==> src/port_reset_pkg.sv <==
// constants and types shared by the downstream port reset sequencer
`default_nettype none
package port_reset_pkg;
  // register bus geometry
  localparam int unsigned ADDR_W = 8;
  localparam int unsigned DATA_W = 32;
  // register offsets (byte addresses)
  localparam logic [7:0] BRIDGE_CTL_OFS  = 8'h00;
  localparam logic [7:0] SWITCH_CTL_OFS  = 8'h04;
  localparam logic [7:0] SLOT_CTL_OFS    = 8'h08;
  localparam logic [7:0] HP_CFG_OFS      = 8'h0c;
  localparam logic [7:0] STATUS_OFS      = 8'h10;
  // bridge control: downstream secondary bus reset bit
  localparam int unsigned SBR_BIT        = 0;
  // switch control: upstream secondary bus reset bit
  localparam int unsigned UP_SBR_BIT     = 0;
  // slot control: power off control bit, set means power off
  localparam int unsigned PWR_OFF_BIT    = 0;
  localparam logic PWR_OFF_RST           = 1'b1;
  // hot plug configuration fields
  localparam int unsigned MODE_LSB       = 0;
  localparam int unsigned MODE_W         = 2;
  localparam int unsigned P2R_LSB        = 8;
  localparam int unsigned R2P_LSB        = 16;
  localparam int unsigned DLY_W          = 8;
  localparam int unsigned RST_OE_BIT     = 24;
  localparam logic [1:0] MODE_RST        = 2'h0;
  localparam logic [7:0] P2R_RST         = 8'h0a;
  localparam logic [7:0] R2P_RST         = 8'h0a;
  // status fields
  localparam int unsigned ST_SBR_BIT     = 0;
  localparam int unsigned ST_RST_BIT     = 1;
  localparam int unsigned ST_PE_BIT      = 2;
  localparam int unsigned ST_PG_BIT      = 3;
  localparam int unsigned ST_LINK_BIT    = 4;
  localparam int unsigned ST_BUSY_BIT    = 5;
  // timing: delay fields count microseconds
  localparam int unsigned CLK_PERIOD_NS  = 20;
  localparam int unsigned US_NS          = 1000;
  localparam int unsigned US_CYCLES      = US_NS / CLK_PERIOD_NS;
  localparam int unsigned MIN_PULSE_US   = 200;
  localparam int unsigned MIN_PULSE_CYC  =
    (MIN_PULSE_US * US_NS + CLK_PERIOD_NS - 1) / CLK_PERIOD_NS;
  localparam int unsigned TMR_W          = 16;
  // reset output modes
  typedef enum logic [1:0] {
    MODE_PWR_EN  = 2'h0,
    MODE_PWR_GD  = 2'h1,
    MODE_HOT_RST = 2'h2
  } rst_mode_t;
endpackage
`default_nettype wire

==> src/pin_sync.sv <==
// two-flop synchroniser for a pin level
`default_nettype none
module pin_sync #(
  parameter logic RST_VAL = 1'b0
) (
  // clock and reset
  input  wire logic clock,
  input  wire logic rst,
  // asynchronous level in, synchronised level out
  input  wire logic async_in,
  output var  logic sync_out
);
  typedef struct packed {
    logic meta;
    logic sync;
  } sync_state_t;

  sync_state_t s_q;
  sync_state_t s_d;

  // first stage feeds only the second
  always_comb begin
    s_d      = s_q;
    s_d.meta = async_in;
    s_d.sync = s_q.meta;
  end

  always_ff @(posedge clock) begin
    if (rst) begin
      s_q <= '{meta: RST_VAL, sync: RST_VAL};
    end else begin
      s_q <= s_d;
    end
  end

  assign sync_out = s_q.sync;
endmodule // pin_sync
`default_nettype wire

==> src/interval_timer.sv <==
// loadable down counter; busy while counting ticks
`default_nettype none
module interval_timer #(
  parameter int unsigned W = 16
) (
  // clock and reset
  input  wire logic         clock,
  input  wire logic         rst,
  // control
  input  wire logic         start,
  input  wire logic [W-1:0] load_val,
  input  wire logic         tick,
  // state
  output var  logic         busy
);
  typedef struct packed {
    logic [W-1:0] cnt;
  } tmr_state_t;

  tmr_state_t s_q;
  tmr_state_t s_d;

  // load on start, else count down on each tick
  always_comb begin
    s_d = s_q;
    if (start) begin
      s_d.cnt = load_val;
    end else if (tick && s_q.cnt != '0) begin
      s_d.cnt = s_q.cnt - W'(1);
    end
  end

  always_ff @(posedge clock) begin
    if (rst) begin
      s_q <= '{cnt: '0};
    end else begin
      s_q <= s_d;
    end
  end

  assign busy = (s_q.cnt != '0);
endmodule // interval_timer
`default_nettype wire

==> src/downstream_port_reset_sequencer.sv <==
// per downstream port reset and slot power sequencer
// Notes on behaviour
// - hot reset training sets go out only when the port link is up
// - queued packets received from this port are discarded on that reset
// - after flushing, wait for the upstream switch bit to clear, then resume
// - the reset touches only this port, never upstream or other ports
// - type 0 configuration to this port still completes during the reset
// - packets for the secondary side are unsupported requests meanwhile
// - the slave management bus keeps working throughout the reset
// - reset output pin is undriven after reset until software enables it
// - every reset output assertion after the one held from reset lasts at least 200 microseconds
// - a mode field picks power enable, power good or hot reset control
// - power enable mode: reset asserted with power off, negated with it on
// - power on: enable power first, negate reset after power-to-reset delay; hot reset mode turns power on at once, reset untouched
// - power off: assert reset first, drop power after reset-to-power delay; hot reset mode turns power off at once, reset untouched
// - power good mode: negate reset the delay after power good asserts
// - power good mode: power good loss asserts reset at once
//
// The address map and the address-and-strobe port were left to the implementer.
`default_nettype none
module downstream_port_reset_sequencer #(
  parameter int unsigned MIN_PULSE_CYCLES = port_reset_pkg::MIN_PULSE_CYC
) (
  // clock and reset
  input  wire logic        clock,
  input  wire logic        rst,
  // register port
  input  wire logic [7:0]  reg_addr,
  input  wire logic [31:0] reg_wdata,
  input  wire logic        reg_write,
  input  wire logic        reg_read,
  output var  logic [31:0] reg_rdata,
  // link and queue side, same clock
  input  wire logic        link_up,
  input  wire logic        flush_done,
  output var  logic        send_hot_reset,
  output var  logic        flush_tlps,
  output var  logic        secondary_ur,
  // slot pins
  input  wire logic        slot_power_good_n,
  output var  logic        slot_power_enable_out,
  output var  logic        port_reset_out_n_o,
  output var  logic        port_reset_out_n_oe
);
  typedef enum logic [1:0] {
    SBR_IDLE,
    SBR_HOT,
    SBR_FLUSH,
    SBR_WAIT
  } sbr_st_t;

  typedef enum logic [2:0] {
    PWR_OFF,
    PWR_WAIT_GOOD,
    PWR_ON_DLY,
    PWR_ON,
    PWR_OFF_DLY
  } pwr_st_t;

  typedef struct packed {
    logic        bridge_sbr;
    logic        up_sbr;
    logic        pwr_off;
    logic [1:0]  mode;
    logic [7:0]  p2r;
    logic [7:0]  r2p;
    logic        rst_oe;
    sbr_st_t     sbr;
    pwr_st_t     pwr;
    logic [5:0]  pre;
    logic        us_tick;
    logic        dly_start;
    logic [7:0]  dly_val;
    logic        pulse_start;
    logic        rst_on;
    logic        rst_n;
    logic        pe;
    logic        hot;
    logic        flush;
    logic        ur;
    logic        oe;
    logic [31:0] rdata;
  } seq_state_t;

  seq_state_t s_q;
  seq_state_t s_d;
  logic       pg_n_sync;
  logic       dly_busy;
  logic       pulse_busy;
  logic       want_rst;

  // field read helper, used for every single-bit register field
  function automatic logic [31:0] put_bit(input logic v, input int unsigned p);
    put_bit = 32'h0000_0000;
    put_bit[p[4:0]] = v;
  endfunction

  // decode of a write to one register offset
  function automatic logic wr_hit(input logic [7:0] ofs);
    wr_hit = reg_write && (reg_addr == ofs);
  endfunction

  // power good pin arrives from outside the clock domain
  pin_sync #(
    .RST_VAL (1'b1)
  ) u_pg_sync (
    .clock    (clock),
    .rst      (rst),
    .async_in (slot_power_good_n),
    .sync_out (pg_n_sync)
  );

  // power-to-reset and reset-to-power delays in microseconds
  interval_timer #(
    .W (port_reset_pkg::DLY_W)
  ) u_dly_tmr (
    .clock    (clock),
    .rst      (rst),
    .start    (s_q.dly_start),
    .load_val (s_q.dly_val),
    .tick     (s_q.us_tick),
    .busy     (dly_busy)
  );

  // minimum reset pulse width in clock cycles
  interval_timer #(
    .W (port_reset_pkg::TMR_W)
  ) u_pulse_tmr (
    .clock    (clock),
    .rst      (rst),
    .start    (s_q.pulse_start),
    .load_val (port_reset_pkg::TMR_W'(MIN_PULSE_CYCLES)),
    .tick     (1'b1),
    .busy     (pulse_busy)
  );

  // reset wanted by the selected mode
  always_comb begin
    case (port_reset_pkg::rst_mode_t'(s_q.mode))
      port_reset_pkg::MODE_HOT_RST:
        want_rst = (s_q.sbr != SBR_IDLE);
      default:
        want_rst = (s_q.pwr != PWR_ON);
    endcase
  end

  // next state of all registers and sequencers
  always_comb begin
    s_d             = s_q;
    s_d.dly_start   = 1'b0;
    s_d.pulse_start = 1'b0;
    s_d.rdata       = 32'h0000_0000;

    // microsecond prescaler for the delay fields
    s_d.us_tick = 1'b0;
    if (s_q.pre == 6'(port_reset_pkg::US_CYCLES - 1)) begin
      s_d.pre     = 6'h00;
      s_d.us_tick = 1'b1;
    end else begin
      s_d.pre = s_q.pre + 6'h01;
    end

    // register writes
    if (wr_hit(port_reset_pkg::BRIDGE_CTL_OFS)) begin
      s_d.bridge_sbr = reg_wdata[port_reset_pkg::SBR_BIT];
    end
    if (wr_hit(port_reset_pkg::SWITCH_CTL_OFS)) begin
      s_d.up_sbr = reg_wdata[port_reset_pkg::UP_SBR_BIT];
    end
    if (wr_hit(port_reset_pkg::SLOT_CTL_OFS)) begin
      s_d.pwr_off = reg_wdata[port_reset_pkg::PWR_OFF_BIT];
    end
    if (wr_hit(port_reset_pkg::HP_CFG_OFS)) begin
      s_d.mode   = reg_wdata[port_reset_pkg::MODE_LSB +: 2];
      s_d.p2r    = reg_wdata[port_reset_pkg::P2R_LSB +: 8];
      s_d.r2p    = reg_wdata[port_reset_pkg::R2P_LSB +: 8];
      s_d.rst_oe = reg_wdata[port_reset_pkg::RST_OE_BIT];
    end

    // register reads, answered in the next cycle
    if (reg_read) begin
      case (reg_addr)
        port_reset_pkg::BRIDGE_CTL_OFS:
          s_d.rdata = put_bit(s_q.bridge_sbr, port_reset_pkg::SBR_BIT);
        port_reset_pkg::SWITCH_CTL_OFS:
          s_d.rdata = put_bit(s_q.up_sbr, port_reset_pkg::UP_SBR_BIT);
        port_reset_pkg::SLOT_CTL_OFS:
          s_d.rdata = put_bit(s_q.pwr_off, port_reset_pkg::PWR_OFF_BIT);
        port_reset_pkg::HP_CFG_OFS: begin
          s_d.rdata = put_bit(s_q.rst_oe, port_reset_pkg::RST_OE_BIT);
          s_d.rdata[port_reset_pkg::MODE_LSB +: 2] = s_q.mode;
          s_d.rdata[port_reset_pkg::P2R_LSB +: 8]  = s_q.p2r;
          s_d.rdata[port_reset_pkg::R2P_LSB +: 8]  = s_q.r2p;
        end
        port_reset_pkg::STATUS_OFS:
          s_d.rdata =
            put_bit(s_q.sbr != SBR_IDLE, port_reset_pkg::ST_SBR_BIT)
            | put_bit(s_q.rst_on, port_reset_pkg::ST_RST_BIT)
            | put_bit(s_q.pe, port_reset_pkg::ST_PE_BIT)
            | put_bit(!pg_n_sync, port_reset_pkg::ST_PG_BIT)
            | put_bit(link_up, port_reset_pkg::ST_LINK_BIT)
            | put_bit(dly_busy || pulse_busy, port_reset_pkg::ST_BUSY_BIT);
        default:
          s_d.rdata = 32'h0000_0000; // unmapped reads as zero
      endcase
    end

    // secondary bus reset sequence, local to this port only
    case (s_q.sbr)
      SBR_IDLE: begin
        if (wr_hit(port_reset_pkg::BRIDGE_CTL_OFS)
            && reg_wdata[port_reset_pkg::SBR_BIT]) begin
          s_d.sbr = SBR_HOT;
        end
      end
      SBR_HOT: begin
        s_d.sbr = SBR_FLUSH;
      end
      SBR_FLUSH: begin
        if (flush_done) begin
          s_d.sbr = SBR_WAIT;
        end
      end
      SBR_WAIT: begin
        if (!s_q.up_sbr) begin
          s_d.sbr = SBR_IDLE;
        end
      end
      default: s_d.sbr = SBR_IDLE;
    endcase
    // hot reset sets only with the link up, one request per reset
    s_d.hot   = (s_d.sbr == SBR_HOT) && link_up;
    s_d.flush = (s_d.sbr == SBR_FLUSH);
    // config path untouched; only secondary side traffic is refused
    s_d.ur    = (s_d.sbr != SBR_IDLE);

    // slot power sequence
    case (s_q.pwr)
      PWR_OFF: begin
        s_d.pe = 1'b0;
        if (!s_q.pwr_off) begin
          s_d.pe = 1'b1;
          if (s_q.mode == port_reset_pkg::MODE_PWR_GD) begin
            s_d.pwr = PWR_WAIT_GOOD;
          end else begin
            s_d.pwr       = PWR_ON_DLY;
            s_d.dly_start = 1'b1;
            s_d.dly_val   = s_q.p2r;
          end
        end
      end
      PWR_WAIT_GOOD: begin
        if (s_q.pwr_off) begin
          s_d.pwr       = PWR_OFF_DLY;
          s_d.dly_start = 1'b1;
          s_d.dly_val   = s_q.r2p;
        end else if (!pg_n_sync) begin
          s_d.pwr       = PWR_ON_DLY;
          s_d.dly_start = 1'b1;
          s_d.dly_val   = s_q.p2r;
        end
      end
      PWR_ON_DLY: begin
        if (s_q.pwr_off) begin
          s_d.pwr       = PWR_OFF_DLY;
          s_d.dly_start = 1'b1;
          s_d.dly_val   = s_q.r2p;
        end else if (s_q.mode == port_reset_pkg::MODE_PWR_GD
                     && pg_n_sync) begin
          s_d.pwr = PWR_WAIT_GOOD;
        end else if (!s_q.dly_start && !dly_busy) begin
          s_d.pwr = PWR_ON;
        end
      end
      PWR_ON: begin
        if (s_q.pwr_off) begin
          s_d.pwr       = PWR_OFF_DLY;
          s_d.dly_start = 1'b1;
          s_d.dly_val   = s_q.r2p;
        end else if (s_q.mode == port_reset_pkg::MODE_PWR_GD
                     && pg_n_sync) begin
          s_d.pwr = PWR_WAIT_GOOD;
        end
      end
      PWR_OFF_DLY: begin
        // drop power once reset is asserted and the delay runs out
        if (!s_q.dly_start && !dly_busy && s_q.rst_on) begin
          s_d.pwr = PWR_OFF;
          s_d.pe  = 1'b0;
        end
      end
      default: s_d.pwr = PWR_OFF;
    endcase
    if (s_q.mode == port_reset_pkg::MODE_HOT_RST) begin
      // no sequencing: power follows the control bit directly
      s_d.pe  = !s_q.pwr_off;
      s_d.pwr = s_q.pwr_off ? PWR_OFF : PWR_ON;
    end

    // reset output with minimum pulse width
    if (want_rst && !s_q.rst_on) begin
      s_d.rst_on      = 1'b1;
      s_d.pulse_start = 1'b1;
    end else if (!want_rst && s_q.rst_on
                 && !s_q.pulse_start && !pulse_busy) begin
      s_d.rst_on = 1'b0;
    end
    // power good loss drives reset at once, no waiting
    if (s_q.mode == port_reset_pkg::MODE_PWR_GD && s_q.pwr == PWR_ON
        && pg_n_sync && !s_q.rst_on) begin
      s_d.rst_on      = 1'b1;
      s_d.pulse_start = 1'b1;
    end

    // pin stays undriven until software enables the reset function
    s_d.oe = s_q.rst_oe;
    s_d.rst_n = !s_d.rst_on; // pin level kept in its own flop
  end

  // state register
  always_ff @(posedge clock) begin
    if (rst) begin
      s_q <= '{
        bridge_sbr:  1'b0,
        up_sbr:      1'b0,
        pwr_off:     port_reset_pkg::PWR_OFF_RST,
        mode:        port_reset_pkg::MODE_RST,
        p2r:         port_reset_pkg::P2R_RST,
        r2p:         port_reset_pkg::R2P_RST,
        rst_oe:      1'b0,
        sbr:         SBR_IDLE,
        pwr:         PWR_OFF,
        pre:         6'h00,
        us_tick:     1'b0,
        dly_start:   1'b0,
        dly_val:     8'h00,
        pulse_start: 1'b0,
        rst_on:      1'b1,
        rst_n:       1'b0,
        pe:          1'b0,
        hot:         1'b0,
        flush:       1'b0,
        ur:          1'b0,
        oe:          1'b0,
        rdata:       32'h0000_0000
      };
    end else begin
      s_q <= s_d;
    end
  end

  // outputs straight from the state register
  assign reg_rdata             = s_q.rdata;
  assign send_hot_reset        = s_q.hot;
  assign flush_tlps            = s_q.flush;
  assign secondary_ur          = s_q.ur;
  assign slot_power_enable_out = s_q.pe;
  assign port_reset_out_n_o    = s_q.rst_n;
  assign port_reset_out_n_oe   = s_q.oe;
endmodule // downstream_port_reset_sequencer
`default_nettype wire

==> config.mk <==
export PLATFORM = sky130hd
export DESIGN_NAME = downstream_port_reset_sequencer
export DESIGN_NICKNAME = d
export VERILOG_FILES = /design/src/port_reset_pkg.sv /design/src/pin_sync.sv /design/src/interval_timer.sv /design/src/downstream_port_reset_sequencer.sv
export SDC_FILE = /design/constraint.sdc
export NUM_CORES = 1
export LEC_CHECK = 0
export ABC_AREA = 1
export BUFFER_PORTS_ARGS = -buffer_cell sky130_fd_sc_hd__buf_2
export CAP_MARGIN = 20
export CORE_MARGIN = 2
export CORE_UTILIZATION = 49
export CTS_CLUSTER_DIAMETER = 120
export CTS_CLUSTER_SIZE = 14
export DETAILED_ROUTE_END_ITERATION = 10
export HOLD_SLACK_MARGIN = 0.06
export PLACE_DENSITY = 0.72
export SLEW_MARGIN = 0
export SYNTH_ARGS = -nofsm -noshare
export SYNTH_HDL_FRONTEND = slang
export SYNTH_SLANG_ARGS = --single-unit
==> constraint.sdc <==
create_clock -name clock -period 1.9 [get_ports clock]
set_clock_uncertainty 0.2 [all_clocks]
set_input_delay 0.095 -clock clock [delete_from_list [all_inputs] [get_ports clock]]
set_output_delay 0.095 -clock clock [all_outputs]
set_load 0.03 [all_outputs]
======== Word level (Yosys, flattened, before mapping) ========
Cells that the tools add are included.
storage, ports and cells
  register bits ........................... 109
  latch bits .............................. 0
  memory bits (writable) .................. 0
  memory bits (read-only) ................. 0
  input bits .............................. 47
  output and inout port bits .............. 38
  logic and storage cells ................. 145
  memories kept ........................... 0
cells by class
  add/subtract/negate cells ............... 3
  $mul .................................... 0
  divide/modulo/power cells ............... 0
  $lt $le $gt $ge ......................... 0
  equal/unequal tests ..................... 26
  shift operators ......................... 0
  multiplexer cells ....................... 38
  bitwise gates (word level) .............. 6
  reduce and logical (&&, ||, !) cells .... 45
operator list
  operator                                                                count
  25-bit one-hot mux with 5 select lines                                  1
  9-bit two-way mux                                                       5
  3-bit two-way mux                                                       10
  14-bit two-way mux                                                      2
  9-bit one-hot mux with 3 select lines                                   1
  1-bit logical AND                                                       17
  8-bit by 4-bit equality test with 1-bit output (second input constant)  2
  8-bit two-way mux                                                       2
  16-bit nonzero test                                                     1
  16-bit by 1-bit subtractor with 16-bit output (second input constant)   1
  3-bit one-hot mux with 5 select lines                                   1
  2-bit two-way mux                                                       6
  5-bit AND reduction                                                     2
  1-bit zero test                                                         9
  3-bit != test (second input constant)                                   3
  2-bit equality test (second input constant)                             4
  8-bit by 3-bit equality test with 1-bit output (second input constant)  1
  8-bit by 5-bit equality test with 1-bit output (second input constant)  1
  8-bit zero test                                                         1
  1-bit two-way mux                                                       8
  4-bit != test (second input constant)                                   2
  2-bit one-hot mux with 4 select lines                                   1
  2-bit nonzero test                                                      4
  8-bit nonzero test                                                      1
  24 further kinds                                                        32

======== Logic depth before layout (Yosys ltp) ========
  depth after elaboration ................. 10
  depth in mapped cells ................... 12
  depth with buffers taken out ............ 12

======== By module ========
From an unflattened synthesis, not the netlist that was laid out.
unflattened totals
  cell total of the unflattened synthesis .. 711
  area, all modules ....................... 4951.0 um2
modules (own cells, without submodules)
  module                           instances  cells an instance  area each (um2)  sequential area each (um2)
  downstream_port_reset_sequencer  1          416                3173.0           1481.4
  interval_timer (u_pulse_tmr)     1          194                1137.3           320.3
  interval_timer (u_dly_tmr)       1          94                 581.8            160.2
  pin_sync                         1          7                  58.8             40.0

======== Worst setup path after synthesis ========
OpenSTA, ideal clock, no wires.
  path kind ............................... register to register
  start ................................... register u_pulse_tmr.s_q[0] (netlist bit)
  end ..................................... register u_pulse_tmr.s_q[14] (netlist bit)
  setup time .............................. 66 ps
  arrival time ............................ 1333 ps
  data required time ...................... 1634 ps
  path slack .............................. 301 ps
  cell stages (with the launch flop) ...... 10
  buffers on the path ..................... 0
  clock period less this slack ............ 1599 ps
  cells stage by stage .................... dfxtp_1 > inv_1 > ha_1 > nand2_1 > nor2_2 > nand2_1 > nor3_2 > xor2_1 > nand2_1 > nor2_1
on the way
  word-level cells in the longest chain between the ends .. 1
  elaborated cells between the ends (all ways) .. 2
  those cells by class .................... add/sub (1); reduce/logical (1)
ends and longest elaborated chain
  item                                                                                         RTL line                                    text
  start, declared                                                                              interval_timer.sv:20                        tmr_state_t s_q;
  start signal, assigned                                                                       interval_timer.sv:35                        s_q <= '{cnt: '0};
  16-bit by 1-bit subtractor with 16-bit output / 16-bit nonzero test (equally long branches)  interval_timer.sv:29, interval_timer.sv:28
Parallel ways exist; a longest one is shown, timed or not.
A chain may end at the register's enable or synchronous reset.

======== Worst setup path in the final report ========
  start ................................... input port reg_addr[5]
  end ..................................... register s_q, in the netlist reg_rdata[12]
on the way
  word-level cells in the longest chain between the ends .. 2
  elaborated cells between the ends (all ways) .. 6
  those cells by class .................... eq/ne (4); mux (1); reduce/logical (1)
ends and longest elaborated chain
  item                                                                          RTL line                                text
  start, declared                                                               downstream_port_reset_sequencer.sv:28   input wire logic [7:0] reg_addr,
  8-bit by 5-bit equality test with 1-bit output, or another cell as far along  downstream_port_reset_sequencer.sv:182  case (reg_addr)
  25-bit one-hot mux with 5 select lines (*)                                    downstream_port_reset_sequencer.sv:182
  end signal, assigned                                                          downstream_port_reset_sequencer.sv:323  s_q <= '{
  end, declared                                                                 downstream_port_reset_sequencer.sv:85   seq_state_t s_q;
Every way passes the cells marked *; elsewhere a longest branch is shown, timed or not.

==> metrics.cfg <==
[cells_and_area]
num-nets-final = 757
area_growth_pct = 18.2
most_frequent_cells_in_the_layout = sky130_fd_sc_hd__nor2_1, sky130_fd_sc_hd__nand2_1, sky130_fd_sc_hd__dfxtp_1
postLayoutCoreUtil = 0.597
final_layout_size_suffix_gt1_frac = 0.197
num_antenna_cells = 0
layout_commonest_cell = sky130_fd_sc_hd__nor2_1

[logic_synthesis]
avgSynthCellArea_um2 = 7.53
synth-xor-area-share = 0.0187
post_synth_main_area_contributors = sky130_fd_sc_hd__dfxtp_1, sky130_fd_sc_hd__nor2_1, sky130_fd_sc_hd__nand2_1
seq_area_frac_synth = 0.427
adder_cell_area_share_of_the_yosys_netlist = 0.0133
synth-edff-count = 0
yosys_warnings = 0
synth_top_area_frac = 0.427
synthesized_area_fraction_occupied_by_ao_oa_aoi_and_oai_cells = 0.121
post-synth-top-area-cell = sky130_fd_sc_hd__dfxtp_1
synth_cells = 623
ys_async_sr_fraction = 0
post_synth_and_or_nand_nor_area_fraction = 0.293
synthesized_flop_and_latch_total = 100
muxShareOfSynthArea = 0
post_synth_instance_area_um2 = 4690
dominantRegCellSynth = sky130_fd_sc_hd__dfxtp_1
synth_top_family_by_area = simple AND/OR/NAND/NOR gates
yosys.cell_types.count = 47

[detailed_routing]
overall_routed_net_length_um = 10200
avgViaCountPerCell = 4.95
postRouteAntennaNets = 0
via_count = 4155
drtIter0Drc = 159
drc = 0
detail_route.wl_per_cell_um = 12.1
detailedRoute.firstPassIterationCount = 5

[critical_path]
worst-r2r-cell-count = 7
critical_path.startpoint = reg_addr[5]
worst_path_largest_cell_delay_ns = 0.62
timing.critical_path.slowest_stage_cell = sky130_fd_sc_hd__dlygate4sd3_1
critPathCapture = reg_rdata[12]$_SDFF_PP0_
cp_data_required_time_ns = 2.02
endpoint_of_the_worst_register_to_register_path = secondary_ur$_SDFF_PP0_
cpMostUsedCell = sky130_fd_sc_hd__buf_4
worst-setup-path-type = input port to flop
critPathLaunchType = input port
reg_to_reg_startpoint = s_q[59]$_SDFF_PP0_
reg2reg_slack_ns = 0.13
path_cells = buf_2 -> nor2_2 -> nand3_2 -> buf_4 -> inv_2 -> nand4_4 -> dlygate4sd3_1 -> buf_4 -> clkinvlp_4 -> nand2_1 -> nor2_1
critical_path.max_fanout = 9
worstSetupEndpointType = flop
critical_path_arrival_ns = 1.93

[clocking]
clkLatencyLatePin_ns = 0.38
cts.path.max_buffers = 2
clk_pin_slew_ns = 0.11
cts_num_sinks = 100
h-tree-depth = 3
cts_tree = done
cts.root.buffer_cell = sky130_fd_sc_hd__clkbuf_8
cts_inserted_buffers = 9

[die]
floorplan.core_area_um2 = 9280
die_h_um = 102
i_o_pin_count = 85
initial_utilization = 0.505
number_of_placement_rows = 35
floorplan.die.width_um = 102
die-area_um2 = 10400

[place]
gp_routability_congestion = 0.884
dpl_hpwl_um = 7030
io_buffers = 62

[global_routing]
grt-busiest-layer = met2
first_global_vias = 3950
grt_antenna_before_repair = 0
grt_start_max_net_pins = 38
groute.layer.met2.usage = 0.353
congestion_overflow_gr = 0
grt_usage = 0.206
met1_usage = 0.250
grt_util_met3 = 0.0547
grt_pass1_wl_um = 17200

[timing]
final_max_slew_viol_count = 0
report.final.hold_viol_count = 0
min_period_over_period = 0.954
final.min_clock_period_ns = 1.81
setup_repair_after_global_routing_missed_its_margin = false
measured_slew_at_the_worst_slew_check_pin_ns = 0.503
fmax_mhz = 552
slew_headroom = 0.664
final_setup_vio_count = 0
tns_setup_ns = 0

[outcome]
status = complete, no violations

[power]
ir_worst_vdd_uv = 583
pwr_density_cell_nw_per_um2 = 1270
leakage_nw = 2.51

[min_path]
worst_hold_path_type = input port to flop
hold_path_depth = 5

[job]
timing.max_cap.violations = 0

## Yosys cell counts, drive strengths merged (5+ instances only)
master    n
nor3     16
buf      44
nand3    30
xor2      7
o21a      7
o21ai    35
a31oi     6
ha        5
nor2    122
dfxtp   100
a21oi    32
nand2   110
o211ai    6
inv      65
nand4     7
## worst min path at each step
stage / end / start
6_report: s_q[81]$_SDFFE_PP0P_ / reg_addr[3]
5_1_grt: s_q[81]$_SDFFE_PP0P_ / reg_addr[3]
4_1_cts: s_q[78]$_SDFFE_PP0P_ / reg_addr[3]
3_5_place_dp: u_pg_sync.s_d[0]$_SDFF_PP1_ / slot_power_good_n
3_3_place_gp: u_pg_sync.s_d[0]$_SDFF_PP1_ / slot_power_good_n
2_1_floorplan: u_pg_sync.s_d[0]$_SDFF_PP1_ / slot_power_good_n
## layer usage
layer | vias to the layer above | wire length, um
met5 | - | 0
met4 | 0 | 176
met3 | 16 | 545
met2 | 109 | 4990
met1 | 1899 | 4440
li1 | 2131 | -
## sequential cells by signal, summed over array words and instances (netlist names)
register,flops
s_q,44
reg_rdata,23
u_pulse_tmr.s_q,16
u_dly_tmr.s_q,8
flush_tlps,1
port_reset_out_n_o,1
port_reset_out_n_oe,1
s_d,1
secondary_ur,1
send_hot_reset,1
slot_power_enable_out,1
u_pg_sync.s_d,1
u_pg_sync.sync_out,1
## logic make-up (layout without fill, tap and decap cells)
kind of cell    count (synthesis)  count (layout)
compound gates                 95              95
other cells                     1               9
fa+ha+maj                       5               5
xor+xnor                       10              10
simple gates                  296             296
flops                         100             100
buf+inv                       116             195
## repair_timing
item                       4_1_cts  5_1_grt
setup endpoints to repair        0        8
setup buffers                    0        2
hold buffers                    38        1
hold endpoints to repair        64        1
gates resized for setup          0        7
## area by class of cell
class | instances | area [um^2]
Clock inverter | 6 | 66.3
Sequential cell | 100 | 2000
Tap cell | 129 | 161
Fill cell | 832 | 3740
Multi-Input combinational cell | 415 | 2140
Timing Repair Buffer | 111 | 776
Inverter | 68 | 260
Clock buffer | 10 | 138
## stage by stage
step	power [mW]	setup WS [ns]	area [um^2]	hold slack, ns	std cells
6_report	7.05	0.0883	5540	0.0310	839
5_1_grt	7.63	0.00814	5540	0.0884	839
4_1_cts	7.07	0.0554	5510	0.0635	837
3_5_place_dp	5.64	0.170	4920	0.0983	783
3_3_place_gp	5.56	0.204	4920	0.101	783
2_1_floorplan	5.10	0.301	4720	-0.00119	631
## report_power, final
part	switching [mW]	internal (mW)	total, mW	leakage [nW]
combinational	1.82	1.15	2.97	1.60
clock	0.819	0.553	1.37	0.101
sequential	0.271	2.44	2.71	0.813
## critical path: cells and delay by family
kind	cells	cell delay, ns
buffers and inverters	6	1.30
AND/OR/NAND/NOR	5	0.53
(Power assumes the default switching activity.)
